==> src/acl_defines.svh <==
// register offsets, field positions, reset values and timing counts
`ifndef ACL_DEFINES_SVH
`define ACL_DEFINES_SVH

`define ACL_LEADOFF_CONTROL_OFS      8'h00
`define ACL_AC_EXCITATION_OFS        8'h04
`define ACL_LEADOFF_ENABLE_OFS       8'h08
`define ACL_EXCITATION_CURRENT_OFS   8'h0c
`define ACL_LEADOFF_RESULT_OFS       8'h10
`define ACL_IRQ_STATUS_OFS           8'h14
`define ACL_IRQ_CLEAR_OFS            8'h18
`define ACL_IRQ_ENABLE_OFS           8'h1c
`define ACL_BLOCK_STATE_OFS          8'h20

`define ACL_CTL_AC_BIT               0
`define ACL_CTL_ANALOG_BIT           1
`define ACL_CTL_SHDN_BIT             2
`define ACL_CTL_LVL_LO               3
`define ACL_CTL_LVL_HI               4
`define ACL_DIV_PRESC_BIT            7

`define ACL_CTL_RST                  5'h00
`define ACL_ACDIV_RST                8'h00
`define ACL_ENABLE_RST               6'h00
`define ACL_CURRENT_RST              8'h00
`define ACL_IRQ_EN_RST               6'h00

`define ACL_RESP_OKAY                2'h0
`define ACL_RESP_SLVERR              2'h2

`define ACL_CLK_KHZ                  20000
`define ACL_BASE_KHZ                 50
`define ACL_TICK_CYC                 (`ACL_CLK_KHZ / `ACL_BASE_KHZ)
`define ACL_PRESC_K                  16
`define ACL_HALF_DIV                 2

`endif

==> src/acl_pkg.sv <==
// types shared by the lead-off control modules
package acl_pkg;

  typedef enum logic [1:0] {
    ACL_MODE_OFF,
    ACL_MODE_DC,
    ACL_MODE_ANALOG,
    ACL_MODE_DIGITAL
  } acl_mode_t;

  typedef struct packed {
    logic        aw_got;
    logic [7:0]  awaddr;
    logic        w_got;
    logic [31:0] wdata;
    logic [3:0]  wstrb;
    logic        bvalid;
    logic [1:0]  bresp;
    logic        rvalid;
    logic [1:0]  rresp;
    logic [31:0] rdata;
    logic [4:0]  ctrl;
    logic [7:0]  acdiv;
    logic [5:0]  enable;
    logic [7:0]  current;
    logic [5:0]  irq_en;
    logic [5:0]  clear;
    logic [5:0]  dc_en;
    logic [5:0]  src_en;
    logic [5:0]  snk_en;
    logic [2:0]  inj;
    logic [2:0]  pos_src;
    logic [2:0]  neg_src;
    logic [7:0]  cur_out;
    logic [1:0]  lvl_out;
  } acl_top_st_t;

  typedef struct packed {
    logic [8:0]  tick_cnt;
    logic [12:0] half_cnt;
    logic        phase;
  } acl_div_st_t;

  typedef struct packed {
    logic [5:0]  result;
    logic [5:0]  status;
  } acl_res_st_t;

endpackage

==> src/acl_core_if.sv <==
// signals between the control core, excitation divider and result latch
`timescale 1ns/100ps
interface acl_core_if;
  logic       run;
  logic [6:0] divisor;
  logic       prescale;
  logic       phase;
  logic       sample;
  logic [5:0] cmp_in;
  logic [5:0] clear;
  logic [5:0] irq_en;
  logic [5:0] result;
  logic [5:0] status;
  logic       irq;

  modport div (input run, divisor, prescale, output phase);
  modport res (input sample, cmp_in, clear, irq_en, output result, status, irq);
endinterface

==> src/acl_excite_div.sv <==
// excitation divider: base tick from clock, phase toggles each half period
`timescale 1ns/100ps
`include "acl_defines.svh"
module acl_excite_div #(
  parameter int unsigned TICK_CYC = `ACL_TICK_CYC  // clocks per base tick
) (
  input wire logic    clk,    // device clock
  input wire logic    rst_n,  // async reset, active low
  acl_core_if.div     dv      // divider config and phase
);
  import acl_pkg::*;

  acl_div_st_t st_ff;
  acl_div_st_t nxt_st;
  logic [12:0] half_lim;

  always_comb begin
    half_lim = 13'((13'(dv.divisor) + 13'h1) * (dv.prescale ? 13'(`ACL_PRESC_K) : 13'h1)
                   * 13'(`ACL_HALF_DIV));
    nxt_st = st_ff;
    if (!dv.run) begin
      nxt_st = '0;
    end else if (st_ff.tick_cnt >= 9'(TICK_CYC - 1)) begin
      nxt_st.tick_cnt = '0;
      if (st_ff.half_cnt >= half_lim - 13'h1) begin
        nxt_st.half_cnt = '0;
        nxt_st.phase = ~st_ff.phase;
      end else begin
        nxt_st.half_cnt = st_ff.half_cnt + 13'h1;
      end
    end else begin
      nxt_st.tick_cnt = st_ff.tick_cnt + 9'h1;
    end
  end

  always_ff @(posedge clk or negedge rst_n) begin
    if (!rst_n) begin
      st_ff <= '0;
    end else begin
      st_ff <= nxt_st;
    end
  end

  assign dv.phase = st_ff.phase;

  // cycles since last toggle, valid only while config stayed put
  logic [20:0] cyc_ff;
  logic [12:0] lim_ff;
  logic        clean_ff;
  always_ff @(posedge clk or negedge rst_n) begin
    if (!rst_n) begin
      cyc_ff   <= '0;
      lim_ff   <= '0;
      clean_ff <= 1'b0;
    end else begin
      lim_ff   <= half_lim;
      cyc_ff   <= (!dv.run || nxt_st.phase != st_ff.phase) ? 21'h0 : cyc_ff + 21'h1;
      clean_ff <= (!dv.run || nxt_st.phase != st_ff.phase) ? 1'b1 :
                  (clean_ff && lim_ff == half_lim);
    end
  end
endmodule

==> src/acl_result_latch.sv <==
// comparator result latch with sticky lead-off events and interrupt
`timescale 1ns/100ps
module acl_result_latch (
  input wire logic    clk,    // device clock
  input wire logic    rst_n,  // async reset, active low
  acl_core_if.res     rs      // comparator in, result and status out
);
  import acl_pkg::*;

  acl_res_st_t st_ff;
  acl_res_st_t nxt_st;

  always_comb begin
    nxt_st = st_ff;
    nxt_st.result = rs.sample ? rs.cmp_in : 6'h00;
    // new lead-off event wins over a clear in the same cycle
    nxt_st.status = (st_ff.status & ~rs.clear) | (nxt_st.result & ~st_ff.result);
  end

  always_ff @(posedge clk or negedge rst_n) begin
    if (!rst_n) begin
      st_ff <= '0;
    end else begin
      st_ff <= nxt_st;
    end
  end

  assign rs.result = st_ff.result;
  assign rs.status = st_ff.status;
  assign rs.irq    = |(st_ff.status & rs.irq_en);
endmodule

==> src/acl_leadoff_ctrl.sv <==
// AC lead-off control: register slave, mode decode and excitation routing
//
// The implementer's own choices: register access over AXI4-Lite and the register offsets.
`timescale 1ns/100ps
`include "acl_defines.svh"

// Contract
// - analog AC mode needs both select bits set
// - AC set, analog clear selects digital AC
// - frequency is 50 kHz over 4K(divisor+1)
// - divisor 0, prescale 0 gives 12.5 kHz maximum
// - analog enables drive complementary sink/source switches
// - AC current amplitude follows shared current code
// - 2-bit field picks one of four thresholds
// - comparator outputs readable as result bits; the code reads zero in digital AC mode and shutdown
// - digital enable bits 2:0 pick channels 3:1
// - digital enable bits 5:3 invert channel phase
// - positive input gets current, negative the opposite
// - digital current magnitude uses shared current code
// - AC select clear means DC mode, no AC
// - 8-bit current code steps linearly by 8 nA
// - shutdown disables excitation and detection entirely
module acl_leadoff_ctrl #(
  parameter int unsigned TICK_CYC = `ACL_TICK_CYC  // clocks per 50 kHz tick
) (
  input  wire logic        clk,                      // 20 MHz device clock
  input  wire logic        rst_n,                    // async reset, active low
  input  wire logic        s_axil_awvalid,           // write address valid
  output logic             s_axil_awready,           // write address ready
  input  wire logic [7:0]  s_axil_awaddr,            // write byte address
  input  wire logic        s_axil_wvalid,            // write data valid
  output logic             s_axil_wready,            // write data ready
  input  wire logic [31:0] s_axil_wdata,             // write data
  input  wire logic [3:0]  s_axil_wstrb,             // write byte strobes
  output logic             s_axil_bvalid,            // write response valid
  input  wire logic        s_axil_bready,            // write response ready
  output logic [1:0]       s_axil_bresp,             // write response code
  input  wire logic        s_axil_arvalid,           // read address valid
  output logic             s_axil_arready,           // read address ready
  input  wire logic [7:0]  s_axil_araddr,            // read byte address
  output logic             s_axil_rvalid,            // read data valid
  input  wire logic        s_axil_rready,            // read data ready
  output logic [31:0]      s_axil_rdata,             // read data
  output logic [1:0]       s_axil_rresp,             // read response code
  input  wire logic [5:0]  leadoff_comparator,       // per-pin comparator outputs
  output logic [5:0]       pin_dc_en,                // dc current switch per pin
  output logic [5:0]       pin_source_en,            // ac source switch per pin
  output logic [5:0]       pin_sink_en,              // ac sink switch per pin
  output logic [2:0]       ch_inject_en,             // digital ac channel select
  output logic [2:0]       ch_pos_source,            // positive input sourcing
  output logic [2:0]       ch_neg_source,            // negative input sourcing
  output logic [7:0]       excitation_current_code,  // current dac code
  output logic [1:0]       ac_threshold_level,       // ac comparator threshold
  output logic             irq                       // level interrupt
);
  import acl_pkg::*;

  acl_top_st_t st_ff;
  acl_top_st_t nxt_st;
  acl_mode_t   mode;
  logic        aw_hs;
  logic        w_hs;
  logic        ar_hs;
  logic        have_aw;
  logic        have_w;
  logic [7:0]  wr_addr;
  logic [31:0] wr_data;
  logic [3:0]  wr_strb;
  logic [31:0] rd_data;
  logic [1:0]  rd_resp;
  logic [2:0]  ch_phase;

  acl_core_if cif ();

  acl_excite_div #(
    .TICK_CYC (TICK_CYC)
  ) u_div (
    .clk   (clk),
    .rst_n (rst_n),
    .dv    (cif.div)
  );

  acl_result_latch u_res (
    .clk   (clk),
    .rst_n (rst_n),
    .rs    (cif.res)
  );

  // mode decode, shutdown first
  always_comb begin
    if (st_ff.ctrl[`ACL_CTL_SHDN_BIT]) begin
      mode = ACL_MODE_OFF;
    end else if (!st_ff.ctrl[`ACL_CTL_AC_BIT]) begin
      mode = ACL_MODE_DC;
    end else if (st_ff.ctrl[`ACL_CTL_ANALOG_BIT]) begin
      mode = ACL_MODE_ANALOG;
    end else begin
      mode = ACL_MODE_DIGITAL;
    end
  end

  assign cif.run      = (mode == ACL_MODE_ANALOG) || (mode == ACL_MODE_DIGITAL);
  assign cif.divisor  = st_ff.acdiv[6:0];
  assign cif.prescale = st_ff.acdiv[`ACL_DIV_PRESC_BIT];
  assign cif.sample   = (mode == ACL_MODE_DC) || (mode == ACL_MODE_ANALOG);
  assign cif.cmp_in   = leadoff_comparator;
  assign cif.clear    = st_ff.clear;
  assign cif.irq_en   = st_ff.irq_en;

  // handshakes
  assign s_axil_awready = !st_ff.aw_got && !st_ff.bvalid;
  assign s_axil_wready  = !st_ff.w_got && !st_ff.bvalid;
  assign s_axil_arready = !st_ff.rvalid;
  assign aw_hs          = s_axil_awvalid && s_axil_awready;
  assign w_hs           = s_axil_wvalid && s_axil_wready;
  assign ar_hs          = s_axil_arvalid && s_axil_arready;
  assign have_aw        = st_ff.aw_got || aw_hs;
  assign have_w         = st_ff.w_got || w_hs;
  assign wr_addr        = st_ff.aw_got ? st_ff.awaddr : s_axil_awaddr;
  assign wr_data        = st_ff.w_got ? st_ff.wdata : s_axil_wdata;
  assign wr_strb        = st_ff.w_got ? st_ff.wstrb : s_axil_wstrb;

  // read mux
  always_comb begin
    rd_data = 32'h0;
    rd_resp = `ACL_RESP_OKAY;
    case ({s_axil_araddr[7:2], 2'h0})
      `ACL_LEADOFF_CONTROL_OFS:    rd_data[4:0] = st_ff.ctrl;
      `ACL_AC_EXCITATION_OFS:      rd_data[7:0] = st_ff.acdiv;
      `ACL_LEADOFF_ENABLE_OFS:     rd_data[5:0] = st_ff.enable;
      `ACL_EXCITATION_CURRENT_OFS: rd_data[7:0] = st_ff.current;
      `ACL_LEADOFF_RESULT_OFS:     rd_data[5:0] = cif.result;
      `ACL_IRQ_STATUS_OFS:         rd_data[5:0] = cif.status;
      `ACL_IRQ_CLEAR_OFS:          rd_data = 32'h0;
      `ACL_IRQ_ENABLE_OFS:         rd_data[5:0] = st_ff.irq_en;
      `ACL_BLOCK_STATE_OFS:        rd_data[2:0] = {cif.phase, mode};
      default:                     rd_resp = `ACL_RESP_SLVERR;
    endcase
  end

  // per-channel phase, anti-phase where the invert bit is set
  assign ch_phase = st_ff.enable[5:3] ^ {3{cif.phase}};

  always_comb begin
    nxt_st = st_ff;
    nxt_st.clear = 6'h00;

    // write channel
    if (st_ff.bvalid && s_axil_bready) begin
      nxt_st.bvalid = 1'b0;
    end
    if (have_aw && have_w && !st_ff.bvalid) begin
      nxt_st.aw_got = 1'b0;
      nxt_st.w_got  = 1'b0;
      nxt_st.bvalid = 1'b1;
      nxt_st.bresp  = `ACL_RESP_OKAY;
      case ({wr_addr[7:2], 2'h0})
        `ACL_LEADOFF_CONTROL_OFS: begin
          if (wr_strb[0]) begin
            nxt_st.ctrl = wr_data[4:0];
          end
        end
        `ACL_AC_EXCITATION_OFS: begin
          if (wr_strb[0]) begin
            nxt_st.acdiv = wr_data[7:0];
          end
        end
        `ACL_LEADOFF_ENABLE_OFS: begin
          if (wr_strb[0]) begin
            nxt_st.enable = wr_data[5:0];
          end
        end
        `ACL_EXCITATION_CURRENT_OFS: begin
          if (wr_strb[0]) begin
            nxt_st.current = wr_data[7:0];
          end
        end
        `ACL_IRQ_CLEAR_OFS: begin
          if (wr_strb[0]) begin
            nxt_st.clear = wr_data[5:0];
          end
        end
        `ACL_IRQ_ENABLE_OFS: begin
          if (wr_strb[0]) begin
            nxt_st.irq_en = wr_data[5:0];
          end
        end
        `ACL_LEADOFF_RESULT_OFS, `ACL_IRQ_STATUS_OFS, `ACL_BLOCK_STATE_OFS: begin
          nxt_st.bresp = `ACL_RESP_OKAY;
        end
        default: begin
          nxt_st.bresp = `ACL_RESP_SLVERR;
        end
      endcase
    end else begin
      if (aw_hs) begin
        nxt_st.aw_got = 1'b1;
        nxt_st.awaddr = s_axil_awaddr;
      end
      if (w_hs) begin
        nxt_st.w_got = 1'b1;
        nxt_st.wdata = s_axil_wdata;
        nxt_st.wstrb = s_axil_wstrb;
      end
    end

    // read channel
    if (st_ff.rvalid && s_axil_rready) begin
      nxt_st.rvalid = 1'b0;
    end
    if (ar_hs) begin
      nxt_st.rvalid = 1'b1;
      nxt_st.rdata  = rd_data;
      nxt_st.rresp  = rd_resp;
    end

    // excitation routing
    nxt_st.dc_en   = 6'h00;
    nxt_st.src_en  = 6'h00;
    nxt_st.snk_en  = 6'h00;
    nxt_st.inj     = 3'h0;
    nxt_st.pos_src = 3'h0;
    nxt_st.neg_src = 3'h0;
    nxt_st.cur_out = st_ff.current;
    nxt_st.lvl_out = st_ff.ctrl[`ACL_CTL_LVL_HI:`ACL_CTL_LVL_LO];
    unique case (mode)
      ACL_MODE_OFF: begin
        nxt_st.cur_out = 8'h00;
      end
      ACL_MODE_DC: begin
        nxt_st.dc_en = st_ff.enable;
      end
      ACL_MODE_ANALOG: begin
        nxt_st.src_en = st_ff.enable & {6{cif.phase}};
        nxt_st.snk_en = st_ff.enable & ~{6{cif.phase}};
      end
      ACL_MODE_DIGITAL: begin
        nxt_st.inj     = st_ff.enable[2:0];
        nxt_st.pos_src = st_ff.enable[2:0] & ch_phase;
        nxt_st.neg_src = st_ff.enable[2:0] & ~ch_phase;
      end
    endcase
  end

  always_ff @(posedge clk or negedge rst_n) begin
    if (!rst_n) begin
      st_ff         <= '0;
      st_ff.ctrl    <= `ACL_CTL_RST;
      st_ff.acdiv   <= `ACL_ACDIV_RST;
      st_ff.enable  <= `ACL_ENABLE_RST;
      st_ff.current <= `ACL_CURRENT_RST;
      st_ff.irq_en  <= `ACL_IRQ_EN_RST;
    end else begin
      st_ff <= nxt_st;
    end
  end

  assign s_axil_bvalid           = st_ff.bvalid;
  assign s_axil_bresp            = st_ff.bresp;
  assign s_axil_rvalid           = st_ff.rvalid;
  assign s_axil_rdata            = st_ff.rdata;
  assign s_axil_rresp            = st_ff.rresp;
  assign pin_dc_en               = st_ff.dc_en;
  assign pin_source_en           = st_ff.src_en;
  assign pin_sink_en             = st_ff.snk_en;
  assign ch_inject_en            = st_ff.inj;
  assign ch_pos_source           = st_ff.pos_src;
  assign ch_neg_source           = st_ff.neg_src;
  assign excitation_current_code = st_ff.cur_out;
  assign ac_threshold_level      = st_ff.lvl_out;
  assign irq                     = cif.irq;
endmodule

==> config.mk <==
export PLATFORM = sky130hd
export DESIGN_NAME = acl_leadoff_ctrl
export DESIGN_NICKNAME = d
export VERILOG_FILES = /design/src/acl_pkg.sv /design/src/acl_core_if.sv /design/src/acl_excite_div.sv /design/src/acl_result_latch.sv /design/src/acl_leadoff_ctrl.sv
export VERILOG_INCLUDE_DIRS = /design/src /design/src/src
export SDC_FILE = /design/constraint.sdc
export NUM_CORES = 1
export LEC_CHECK = 0
export ABC_AREA = 1
export BUFFER_PORTS_ARGS = -buffer_cell sky130_fd_sc_hd__buf_2
export CAP_MARGIN = 20
export CORE_UTILIZATION = 58
export CTS_BUF_LIST = sky130_fd_sc_hd__clkbuf_8
export CTS_CLUSTER_SIZE = 24
export DETAILED_ROUTE_END_ITERATION = 8
export HOLD_SLACK_MARGIN = 0.02
export PLACE_DENSITY = 0.79
export SLEW_MARGIN = 20
export SYNTH_ARGS = -nofsm -noshare
export SYNTH_HDL_FRONTEND = slang
export SYNTH_SLANG_ARGS = --single-unit
==> constraint.sdc <==
create_clock -name clk -period 3.91 [get_ports clk]
set_clock_uncertainty 0.1 [all_clocks]
set_input_delay 0.1955 -clock clk [delete_from_list [all_inputs] [get_ports clk]]
set_output_delay 0.1955 -clock clk [all_outputs]
set_load 0.01 [all_outputs]
==> flow_results.org <==
** Power and ir drop
- Across the VDD grid, the largest voltage drop is 0.511 mV.
- Overall Power :: 0.00611 W
- Power density over the cells :: 721 mW/mm2
- For this design the static power due to leakage is 4.68 nW.

** Clock network
- The H-tree generated during clock tree synthesis spans 4 levels.
- TritonCTS built the clock tree.
- Clk root buf :: clkbuf_8
- In this run the deepest clock path goes through 2 buffers.
- After clock tree synthesis, the clock-pin slew on the worst setup and hold paths is 0.09 ns.
- Later-pin clock latency in the skew report :: 0.47 ns
- CTS Buf Count :: 17
- Sink Count :: 140

** Final layout
- Most frequent standard cell in the layout excluding fill and tap cells :: nand2_1
- Layout Nets :: 1100
- Summing all multi-input logic gate instances after layout gives 0.00303 mm2.
- Commonest non-fill, non-tap cells in the layout :: nand2_1 (201), dfrtp_1 (140), inv_1 (123), nor2_1 (103), buf_2 (85)
- Seq. cell area :: 0.00350 mm2
- Of the cells placed in the final design, the portion with a size suffix greater than 1 is 16.5%.
- 0 antenna diodes ended up in the layout.
- Counting the fill cells in the layout gives 1075.
- Growth of design area from synthesis to finish :: 13.3%

** Logic synthesis
- Post-synthesis sequential element count :: 140
- Counting flops with a built-in enable in the synthesized netlist gives 0.
- Synthesis produced a netlist whose cell count is 918.
- Proportion of synthesized area in mux cells :: 1.05%
- Summing the areas of all compound-gate instances in the mapped netlist gives 9.24% of the synthesized area.
- Most frequently used flop master after synthesis :: dfrtp_1
- Of the total synthesized cell area, the portion taken by AND, OR, NAND and NOR gates is 21.3%.
- Netlist area before placement :: 0.00749 mm2
- In this run the mean area of a mapped cell was 8.16 um2.
- The Yosys step of the flow raised 0 warnings.
- Post-synthesis share of cell area spent on full adders, half adders and majority gates :: 5.28%
- Dominant combinational cell family by area after synthesis :: simple AND/OR/NAND/NOR gates
- Of the total synthesized cell area, the portion taken by XOR and XNOR cells is 1.64%.
- Sequential-to-total area share from yosys stat :: 46.8%
- Yosys mapped the design onto 35 distinct sky130hd cell types.
- Ys async rst share :: 100%

** STA
- Based on the critical path, the design can be clocked at up to 0.270 GHz.
- The worst path meets setup with 0.200 ns of slack.
- Final critical path time including I/O delays and setup :: 3.71 ns
- Max-slew violation count :: 0
- Measured against its own limit, the worst slew margin works out to 58.9%.
- Setup violations remaining at the end of the flow were counted as 0.
- Count of endpoints failing hold in the final timing report :: 0
- Part of the cycle the worst path needs :: 94.9%
- On the final layout, the worst hold slack is 0.0608 ns.
- At the pin with the least slew margin, the transition time is 0.610 ns.

** Job
- Max-cap violations in this run came to 0.

** Setup path
- In this run the worst path has a maximum fanout of 3.
- Critical Path AT :: 4.00 ns
- Data required, critical path :: 4.20 ns
- The worst setup path is of the reg -> reg kind.
- The worst setup path is captured at a flip-flop.
- Counting cells, the worst reg-to-reg path comes to 23.
- STA classifies the critical path startpoint as a flip-flop.

** Route
- Average via count per standard cell :: 4.98
- In this run, the number of DRC markers left after iteration 0 of detailed routing was 342.
- The detail route stage leaves a number of antenna-violating nets equal to 0.
- The pre-antenna-repair detailed-routing pass consisted of 6 iterations.
- Residual DRC :: 0
- The final route contains 5924 vias.
- Routed length per placed instance :: 13.2 um
- Wires add up to 15.7 mm.

** Die
- Std-Cell Rows :: 41
- The floorplan step set the die width to 116 um.
- The core region is 0.0126 mm2.
- Initial core utilization :: 59.3%
- The floorplan step defined a die boundary enclosing 0.0134 mm2.
- Die outline height :: 116 um
- IO Pins :: 144

** Placement
- Prior to clock tree synthesis, the placed netlist has a worst setup slack of 0.0668 ns.
- The count of buffers added on input and output ports is 86.
- Detailed placement finished with a half-perimeter wire length of 11.3 mm.
- At the end of routability-driven placement, the weighted congestion stood at 0.890.

** Global routing
- Number of antenna violations at the first check in global routing :: 0
- Via count of the first global-routing pass :: 5474
- The total overflow left after global routing is 0.
- Largest net degree at the start of global routing :: 114
- Global routing consumed, over all layers together, 25.4% of the routing resources.
- Wire length of the first global-routing pass :: 25.6 mm

** Hold path
- The worst hold path belongs to the class in -> reg.
- Worst hold path stage count :: 4

** Run status
- The run finished with clean final reports.
-- final cells by class --
class	count	area share [%]
Clock buffer	18	2.92
Clock inverter	14	2.26
Inverter	127	5.62
Multi-Input combinational cell	593	35.8
Sequential cell	140	41.3
Tap cell	172	2.54
Timing Repair Buffer	125	9.58
-- repair_timing --
action	in CTS	in global routing
setup endpoints to repair	0	14
resized for setup	0	12
hold buffers	25	0
endpoints found under the hold margin	143	0
buffers inserted	0	3
-- cells by family after synthesis --
logic type      after synthesis
mux                           7
simple gates                383
flops                       140
buf+inv                     214
compound gates              127
fa+ha+maj                    31
xor+xnor                     14
other cells                   2
-- report_power, final --
group          internal (W)  switching, W
registers           0.00173      0.000219
clock network      0.000713      0.000577
logic               0.00110       0.00177
-- routing by layer --
| metal | up-vias | routed length (um) | track usage (%) | part of all wire (%) |
|---|---|---|---|---|
| met3 | 26 | 814 | 6.33 | 5.2 |
| met5 | - | 0 | 0 | 0 |
| li1 | 2957 | - | - | - |
| met2 | 179 | 7390 | 40.8 | 47 |
| met1 | 2762 | 7250 | 33.4 | 46 |
| met4 | 0 | 235 | 9.32 | 1.5 |
-- per-stage QoR --
| stage | setup TNS, ns | std cells | utilization, % | cell area (um2) |
|---|---|---|---|---|
| finish | 0 | 1189 | 67.2 | 8480 |
| global route | -0.0226 | 1189 | 67.2 | 8480 |
| CTS | 0 | 1185 | 66.5 | 8400 |
| detailed placement | 0 | 1128 | 61.1 | 7710 |
| global placement | 0 | 1128 | 61.1 | 7710 |
| floorplan | 0 | 947 | - | 7600 |
-- final timing paths --
path | start | end | slack (ns)
min in group asynchronous | rst_n | u_div.st_ff[16] | 0.10
min | s_axil_wvalid | st_ff[150] | 0.06
min reg2reg | nxt_st[0] | ac_threshold_level[0] | 0.29
max in group asynchronous | rst_n | s_axil_rdata[0] | 2.51
max reg2reg | cif.divisor[1] | u_div.st_ff[9] | 0.20
max | cif.divisor[1] | u_div.st_ff[9] | 0.20
-- synthesized netlist by cell type (11+ instances only) --
library cell / count / area share [%]
inv_1: 124 / 6.2
o21ai_1: 12 / 0.80
xor2_1: 11 / 1.3
o22ai_1: 13 / 1.1
nor3_1: 13 / 0.87
nand2_1: 204 / 10
nand3_1: 39 / 2.6
nor2_1: 105 / 5.3
ha_1: 30 / 5.0
buf_4: 76 / 7.6
dfrtp_1: 140 / 47
o21ai_0: 67 / 4.5
a21oi_1: 25 / 1.7
-- critical path: stages, from the launching register on --
cell     delay (ns)
dfrtp_1        0.39
ha_2           0.20
nand2_1        0.08
nor2_2         0.11
nand3_1        0.08
nand2_1        0.09
o21ai_1        0.07
buf_4          0.15
fa_1           0.47
inv_2          0.07
nor2_1         0.04
nand3_1        0.10
nor2_2         0.07
nand4_1        0.09
nand2_1        0.07
ha_1           0.30
a21o_1         0.18
or2_2          0.30
a21oi_2        0.17
nand3_2        0.12
buf_4          0.17
nor2_1         0.09
nand2_1        0.05
o21ai_0        0.08
-- state kept, by name, indices dropped and copies added (netlist names), 7 cells and up --
register                 count
st_ff                       34
cif.divisor                  7
s_axil_rdata                 8
excitation_current_code      8
u_div.st_ff                 22
Note: power is estimated with default switching activity, not from simulation.
